`src/include/pcr_params.svh`:
```
`ifndef PCR_PARAMS_SVH
`define PCR_PARAMS_SVH
`define PCR_OFS_CONTROL 12'h000
`define PCR_OFS_IRQ_ENABLE 12'h004
`define PCR_OFS_IRQ_FLAGS 12'h008
`define PCR_OFS_CLOCK 12'h00C
`define PCR_OFS_RELOAD 12'h010
`define PCR_OFS_OFFSET 12'h014
`define PCR_OFS_STATUS 12'h018
`define PCR_CTL_EN_BIT 7
`define PCR_CTL_OE_BIT 6
`define PCR_CTL_OUT_BIT 5
`define PCR_CTL_POL_BIT 4
`define PCR_CTL_WMASK 8'hDC
`define PCR_IE_WMASK 8'h0F
`define PCR_CLK_WMASK 8'h73
`define PCR_LD_WMASK 8'hC3
`define PCR_OF_WMASK 8'h73
`define PCR_LD_ARM_BIT 7
`define PCR_LD_TRIG_BIT 6
`define PCR_OF_EDGE_BIT 4
`define PCR_RESET_BYTE 8'h00
`define PCR_SYNC_STAGES 3
`endif

```
`src/include/pcr_pkg.sv`:
```
package pcr_pkg;
	typedef enum logic [1:0] {PCR_SRC_SYS, PCR_SRC_FAST, PCR_SRC_SLOW, PCR_SRC_RSVD} pcr_src_t;
	typedef enum logic [1:0] {PCR_WAVE_STD, PCR_WAVE_SET, PCR_WAVE_TOGGLE, PCR_WAVE_CENTER} pcr_wave_t;
	typedef struct packed {
		logic phase;
		logic duty;
		logic period;
		logic offset_up;
		logic offset_down;
	} pcr_match_t;
	typedef struct packed {
		logic [15:0] phase;
		logic [15:0] duty;
		logic [15:0] period;
		logic [15:0] offset;
		logic offset_edge_select;
	} pcr_values_t;
endpackage

```
`src/core/pcr_sync.sv`:
```
`timescale 1ns/1ns
`include "pcr_params.svh"
module pcr_sync #(
	parameter int WIDTH = 1
) (
	input wire logic sys_clk,
	input wire logic rst,
	input wire logic clk_en,
	input wire logic [WIDTH-1:0] din,
	output logic [WIDTH-1:0] dout
);
	// stage 0 is read only by stage 1; a change counts once stages 1 and 2 agree
	logic [`PCR_SYNC_STAGES-1:0][WIDTH-1:0] stages;
	always_ff @(posedge sys_clk or posedge rst)
	begin
		if (rst)
		begin
			stages <= '0;
			dout <= '0;
		end
		else if (clk_en)
		begin
			stages <= {stages[`PCR_SYNC_STAGES-2:0], din};
			for (int i = 0; i < WIDTH; i++)
			begin
				if (stages[1][i] == stages[2][i])
				begin
					dout[i] <= stages[2][i];
				end
			end
		end
	end
endmodule

```
`src/core/pcr_channel_regs.sv`:
```
`timescale 1ns/1ns
`include "pcr_params.svh"
module pcr_channel_regs #(
	parameter logic [1:0] CHANNEL_ID = 2'h1
) (
	input wire logic sys_clk,
	input wire logic rst,
	input wire logic clk_en,
	input wire logic psel,
	input wire logic penable,
	input wire logic pwrite,
	input wire logic [11:0] paddr,
	input wire logic [31:0] pwdata,
	output logic [31:0] prdata,
	output logic pready,
	output logic pslverr,
	input wire logic sleep_mode,
	input wire logic sys_osc_tick,
	input wire logic fast_osc_tick,
	input wire logic slow_osc_tick,
	input wire logic [3:1] sibling_offset_event,
	input wire logic [3:1] sibling_load_event,
	input wire pcr_pkg::pcr_match_t match_events,
	input wire logic waveform_level,
	input wire pcr_pkg::pcr_values_t shadow_values,
	output pcr_pkg::pcr_values_t active_values,
	output logic buffer_load_event,
	output logic timer_tick,
	output logic selected_offset_event,
	output logic offset_match_out,
	output logic channel_enable,
	output pcr_pkg::pcr_wave_t wave_mode,
	output logic [1:0] slave_run_kind,
	output logic pwm_pin_out,
	output logic pwm_pin_oe,
	output logic irq
);
	typedef struct packed {
		logic [7:0] control;
		logic [7:0] irq_enable;
		logic [7:0] irq_flags;
		logic [7:0] clock_control;
		logic [7:0] reload_control;
		logic [7:0] offset_control;
		logic trigger_seen;
		pcr_pkg::pcr_match_t match_prev;
		logic [6:0] prescale_count;
		logic tick;
		logic load_pulse;
		pcr_pkg::pcr_values_t active;
		logic [31:0] rdata;
	} pcr_state_t;

	pcr_state_t st;
	pcr_state_t next_st;
	logic [3:1] load_sync;
	logic [3:1] offset_sync;
	logic [3:1] load_prev;
	logic [3:1] offset_prev;
	logic [3:1] load_rise;
	logic [3:1] offset_rise;
	logic [2:0] reg_sel;
	logic access;
	logic wr;
	logic [7:0] wbyte;
	logic source_tick;
	logic [6:0] prescale_limit;
	logic period_end;
	logic trigger_now;
	logic [3:0] raw_events;
	logic [3:0] event_rise;
	logic offset_match;
	logic prev_offset_match;

	// a valid source code names a sibling, never the channel itself
	function automatic logic pick_sibling(input logic [1:0] code, input logic [3:1] events);
		logic result;
		result = 1'b0;
		if (code != 2'h0 && code != CHANNEL_ID)
		begin
			result = events[code];
		end
		return result;
	endfunction

	// address decode shared by the read and write paths; unmapped words give 3'h7
	function automatic logic [2:0] reg_index(input logic [11:0] addr);
		logic [2:0] idx;
		idx = 3'h7;
		case (addr)
			`PCR_OFS_CONTROL: idx = 3'h0;
			`PCR_OFS_IRQ_ENABLE: idx = 3'h1;
			`PCR_OFS_IRQ_FLAGS: idx = 3'h2;
			`PCR_OFS_CLOCK: idx = 3'h3;
			`PCR_OFS_RELOAD: idx = 3'h4;
			`PCR_OFS_OFFSET: idx = 3'h5;
			`PCR_OFS_STATUS: idx = 3'h6;
			default: idx = 3'h7;
		endcase
		return idx;
	endfunction

	pcr_sync #(.WIDTH(6)) u_sync (
		.sys_clk(sys_clk),
		.rst(rst),
		.clk_en(clk_en),
		.din({sibling_load_event, sibling_offset_event}),
		.dout({load_sync, offset_sync})
	);

	assign reg_sel = reg_index(paddr);
	always_ff @(posedge sys_clk or posedge rst)
	begin
		if (rst)
		begin
			load_prev <= 3'h0;
			offset_prev <= 3'h0;
		end
		else if (clk_en)
		begin
			load_prev <= load_sync;
			offset_prev <= offset_sync;
		end
	end
	// one edge detector per sibling line; synchroniser and history both idle low, so no false edge after reset
	for (genvar g = 1; g <= 3; g++)
	begin : g_sib_edge
		assign load_rise[g] = load_sync[g] & ~load_prev[g];
		assign offset_rise[g] = offset_sync[g] & ~offset_prev[g];
	end

	assign access = psel && penable;
	assign wr = access && pwrite;
	assign wbyte = pwdata[7:0];
	assign pready = 1'b1;
	assign pslverr = 1'b0;
	assign prdata = st.rdata;

	// offset event follows the buffered edge bit only in center-aligned mode
	assign offset_match = (st.control[3:2] == 2'h3) ?
		(st.active.offset_edge_select ? match_events.offset_down : match_events.offset_up) :
		match_events.offset_up;
	assign raw_events = {offset_match, match_events.phase, match_events.duty, match_events.period};
	// history of the offset event uses the same selection, so a held up match cannot mask a down rise
	assign prev_offset_match = (st.control[3:2] == 2'h3) ?
		(st.active.offset_edge_select ? st.match_prev.offset_down : st.match_prev.offset_up) :
		st.match_prev.offset_up;
	assign event_rise = raw_events & ~{prev_offset_match,
		st.match_prev.phase, st.match_prev.duty, st.match_prev.period};

	always_comb
	begin
		unique case (pcr_pkg::pcr_src_t'(st.clock_control[1:0]))
			pcr_pkg::PCR_SRC_SYS: source_tick = sys_osc_tick && !sleep_mode;
			pcr_pkg::PCR_SRC_FAST: source_tick = fast_osc_tick;
			pcr_pkg::PCR_SRC_SLOW: source_tick = slow_osc_tick;
			default: source_tick = 1'b0;
		endcase
	end
	assign prescale_limit = 7'((8'h1 << st.clock_control[6:4]) - 8'h1);

	// period end is the rise of the period match, so a match held high reloads only once
	assign period_end = match_events.period && !st.match_prev.period;
	assign trigger_now = pick_sibling(st.reload_control[1:0], load_rise);

	always_comb
	begin
		next_st = st;
		next_st.match_prev = match_events;
		next_st.load_pulse = 1'b0;
		next_st.tick = 1'b0;
		if (st.control[`PCR_CTL_EN_BIT] && source_tick)
		begin
			if (st.prescale_count >= prescale_limit)
			begin
				next_st.prescale_count = 7'h0;
				next_st.tick = 1'b1;
			end
			else
			begin
				next_st.prescale_count = st.prescale_count + 7'h1;
			end
		end
		if (!st.control[`PCR_CTL_EN_BIT])
		begin
			next_st.prescale_count = 7'h0;
		end
		// trigger latch only matters in trigger mode
		if (!st.reload_control[`PCR_LD_TRIG_BIT])
		begin
			next_st.trigger_seen = 1'b0;
		end
		else if (trigger_now)
		begin
			next_st.trigger_seen = 1'b1;
		end
		if (period_end && st.reload_control[`PCR_LD_ARM_BIT] &&
			(!st.reload_control[`PCR_LD_TRIG_BIT] || st.trigger_seen))
		begin
			next_st.active = shadow_values;
			next_st.load_pulse = 1'b1;
			next_st.reload_control[`PCR_LD_ARM_BIT] = 1'b0;
			next_st.trigger_seen = 1'b0;
		end
		next_st.rdata = 32'h0;
		// read word is captured in the setup cycle so it stands at the zero-wait access edge
		if (psel && !penable && !pwrite)
		begin
			case (reg_sel)
				3'h0: next_st.rdata = {24'h0, st.control[7:6], waveform_level, st.control[4:0]};
				3'h1: next_st.rdata = {24'h0, st.irq_enable};
				3'h2: next_st.rdata = {24'h0, st.irq_flags};
				3'h3: next_st.rdata = {24'h0, st.clock_control};
				3'h4: next_st.rdata = {24'h0, st.reload_control};
				3'h5: next_st.rdata = {24'h0, st.offset_control};
				3'h6: next_st.rdata = {31'h0, st.trigger_seen};
				default: next_st.rdata = 32'h0;
			endcase
		end
		if (wr)
		begin
			case (reg_sel)
				3'h0: next_st.control = wbyte & `PCR_CTL_WMASK;
				3'h1: next_st.irq_enable = wbyte & `PCR_IE_WMASK;
				3'h2: next_st.irq_flags = wbyte & `PCR_IE_WMASK;
				3'h3: next_st.clock_control = wbyte & `PCR_CLK_WMASK;
				3'h4:
				begin
					next_st.reload_control = wbyte & `PCR_LD_WMASK;
					// arming on the period-end cycle must not load on that same edge
					if (period_end && wbyte[`PCR_LD_ARM_BIT] && !st.reload_control[`PCR_LD_ARM_BIT])
					begin
						next_st.reload_control[`PCR_LD_ARM_BIT] = 1'b1;
					end
				end
				3'h5: next_st.offset_control = wbyte & `PCR_OF_WMASK;
				default: next_st = next_st;
			endcase
		end
		// hardware set wins over a software clear in the same cycle
		next_st.irq_flags[3:0] = next_st.irq_flags[3:0] | event_rise;
		if (!st.control[`PCR_CTL_EN_BIT])
		begin
			next_st.irq_flags = 8'h0;
		end
	end

	always_ff @(posedge sys_clk or posedge rst)
	begin
		if (rst)
		begin
			st <= '0;
		end
		else if (clk_en)
		begin
			st <= next_st;
		end
	end

	assign active_values = st.active;
	assign buffer_load_event = st.load_pulse;
	assign timer_tick = st.tick;
	assign selected_offset_event = pick_sibling(st.offset_control[1:0], offset_rise);
	assign offset_match_out = offset_match;
	assign channel_enable = st.control[`PCR_CTL_EN_BIT];
	assign wave_mode = pcr_pkg::pcr_wave_t'(st.control[3:2]);
	assign slave_run_kind = st.offset_control[6:5];
	assign pwm_pin_out = waveform_level ^ st.control[`PCR_CTL_POL_BIT];
	assign pwm_pin_oe = st.control[`PCR_CTL_OE_BIT] && st.control[`PCR_CTL_EN_BIT];
	assign irq = |(st.irq_flags[3:0] & st.irq_enable[3:0]);
endmodule

```
`config.mk`:
```
export PLATFORM = sky130hd
export DESIGN_NAME = pcr_channel_regs
export DESIGN_NICKNAME = d
export VERILOG_FILES = /design/src/include/pcr_pkg.sv /design/src/core/pcr_sync.sv /design/src/core/pcr_channel_regs.sv
export VERILOG_INCLUDE_DIRS = /design/src /design/src/include
export SDC_FILE = /design/constraint.sdc
export NUM_CORES = 1
export LEC_CHECK = 0
export ABC_CLOCK_PERIOD_IN_PS = 5800
export BUFFER_PORTS_ARGS = -buffer_cell sky130_fd_sc_hd__buf_2
export CAP_MARGIN = 30
export CORE_MARGIN = 5
export CORE_UTILIZATION = 45
export DETAILED_ROUTE_END_ITERATION = 7
export PLACE_DENSITY_LB_ADDON = 0.15
export SLEW_MARGIN = 40
export SYNTH_ARGS = -nofsm -noshare
export SYNTH_HDL_FRONTEND = slang
export SYNTH_HIERARCHICAL = 1
export SYNTH_SLANG_ARGS = --single-unit
```
`constraint.sdc`:
```
create_clock -name sys_clk -period 5.8 [get_ports sys_clk]
set_input_delay 0.58 -clock sys_clk [delete_from_list [all_inputs] [get_ports sys_clk]]
set_output_delay 0.58 -clock sys_clk [all_outputs]
set_load 0.02 [all_outputs]
```
==> impl_results.rst <==
.. list-table::
   :header-rows: 1

   * - Metric
     - Value
   * - Achievable frequency
     - 0.3737 GHz
   * - Global-route met3 utilization
     - 6.193%
   * - Setup-violating endpoint count in the final report
     - 0
   * - Detail-routed via count per cell
     - 5.084
   * - Clock latency at the later pin of the worst-skew pair
     - 0.42 ns
   * - Most common cell after layout, fill and taps aside
     - buf_2
   * - Estimated wirelength of the detail-placed design
     - 10720 µm
   * - Area enclosed by the die boundary
     - 0.01776 mm²
   * - Routed wire length
     - 14600 µm
   * - Result of the run
     - finished clean
   * - Clock-pin slew of the registers on the worst-case setup and hold paths
     - 0.06 ns
   * - DRC viols
     - 0
   * - Power per cell area
     - 314.0 mW/mm²
   * - Worst Path Max Fanout
     - 9
   * - Maximum buffer depth of the clock tree
     - 2
   * - Number of antenna violations at the first check in global routing
     - 0
   * - Met1 global-route usage
     - 20.21%
   * - CTS sink cnt
     - 135
   * - Number of H-tree branching levels
     - 4
   * - Actual transition at the worst max-transition pin
     - 0.7832 ns
   * - Total congestion overflow after global routing
     - 0
   * - Area of combinational cells with multiple inputs
     - 0.002596 mm²
   * - I/O Buffers
     - 189
   * - Number of nets with antenna violations after detailed routing
     - 0
   * - Count of TritonRoute iterations in the first routing pass
     - 5
   * - Cell at the root of the clock tree
     - clkbuf_16
   * - Final layout net count
     - 828
   * - Count of pins on the block boundary
     - 242
   * - Number of DRC markers in iteration 0
     - 215
   * - Via count of the first global-routing pass
     - 4658
   * - Die outline height
     - 133.3 µm
   * - WS Path Type
     - register to register
   * - Core Region
     - 0.01503 mm²
   * - Warnings from Yosys
     - 6
   * - Area grow syn2layout
     - 15.55%
   * - Final hold violation count
     - 0
   * - Netlist Area Pre-Place
     - 0.006838 mm²
   * - Setup repair after global routing missed its margin
     - no
   * - Number of fill cells
     - 1392
   * - Met2 demand-to-capacity share in global routing
     - 27.79%
   * - Endpoint kind of the worst setup timing path
     - register
   * - FF-to-FF setup slack
     - 3.12 ns
   * - Final slew viol count
     - 0
   * - Portion of the clock cycle consumed by the worst path in the final layout
     - 46.13%
   * - Most utilized layer in the global route result
     - met2
   * - Clock skew after layout
     - 0.009397 ns
   * - Startpoint types
     - register
   * - Count of antenna diodes in the layout
     - 0
   * - Number of cell rows
     - 45
   * - Total Routing Usage GR
     - 16.68%
   * - Leakage power of the design
     - 0.004186 µW
   * - Minimum clock period after layout
     - 2.676 ns
   * - Synthesized area per cell
     - 11.79 µm²
   * - Width of the die
     - 133.3 µm
   * - Cts-stage hold buffer count
     - 0
   * - Slew HR
     - 47.35%
   * - FF/Latch Area
     - 0.003378 mm²
   * - Peak ir drop on the vdd network
     - 0.0002464 V
   * - Sum of negative setup slack
     - 0 ns
   * - Most used cells in the layout excluding fill and tap cells
     - buf_2, dfrtp_1, mux2_2
   * - Effective utilization at floorplan
     - 45.48%
   * - Worst slack on hold paths
     - 0.2185 ns
   * - Wire length per cell after detailed routing
     - 16.40 µm
   * - Gate count after technology mapping
     - 580
   * - Final weighted congestion in routability-driven placement
     - 0.7862
   * - Largest net degree at the start of global routing
     - 80
   * - Post-layout util
     - 52.56%
   * - CTS tree
     - built
   * - Fraction of final layout cells sized beyond drive strength 1
     - 49.00%
   * - Number of instances resized during post-cts repair
     - 0
   * - Overall via count from detail_route
     - 4525
   * - Worst min-delay path class
     - primary input to asynchronous set/reset pin
   * - Global-route wire length before repair
     - 23530 µm
   * - Data required, critical path
     - 6.12 ns
   * - Number of buffers inserted during clock tree synthesis
     - 17
   * - Post-CTS setup buffer count
     - 0
   * - Max-Cap Viols
     - 0
   * - Arrival time worst endpoint
     - 2.99 ns
==> critical path, cell delays in order, from the launching register on <==
cell and delay (ns):
dfrtp_1 0.48, or3_1 0.34, ha_1 0.27, nand2b_1 0.14, a2111oi_0 0.68, o31ai_1 0.26
o31a_1 0.33, o31ai_1 0.07
==> sequential cells by signal, indices dropped and copies added (netlist names) <==
signal	flops
active_values	65
st	35
u_sync/stages	12
prdata	8
u_sync/dout	4
load_prev	2
offset_prev	2
slave_run_kind	2
wave_mode	2
buffer_load_event	1
channel_enable	1
timer_tick	1
==> path summary, 6_finish.rpt <==
path,startpoint,end,cells past startpoint
hold / removal,rst,active_values[20],2
setup / recovery,st[134],st[103],7
min in group sys_clk,sibling_load_event[2],u_sync/stages[4],2
setup reg to reg,st[134],st[103],7
max in group asynchronous,rst,active_values[44],3
hold reg to reg,prdata[5],prdata[5],1
==> routing by layer <==
metal	part of all wire (%)	wire (µm)
met1	40	5866
met2	51	7417
met3	7.7	1121
met4	1.3	194
met5	0	0
==> area by class of cell <==
class	count	share of cell area (%)
clock inverter	13	2.439
clock buffer	19	5.732
multi-input combinational	326	32.86
sequential	135	42.76
inverter	15	0.7443
timing repair buffer	194	12.49
tap	188	2.977
==> metrics by stage <==
step                      area [µm²]  power, µW  cells  setup slack, ns
after global routing            7901       2606    890            2.921
final                           7901       2481    890            3.124
after global placement          7238       1321    857            2.843
after floorplan                 6928       1260    604            2.063
after CTS                       7901       2511    890            3.122
after detailed placement        7256       1335    858            2.820
==> where the power goes <==
group / internal (µW) / switching [µW]
registers: 998 / 53.1
clock network: 747 / 417
logic: 123 / 142
total: 1870 / 612
No activity file was read; power rests on OpenSTA's default activity.
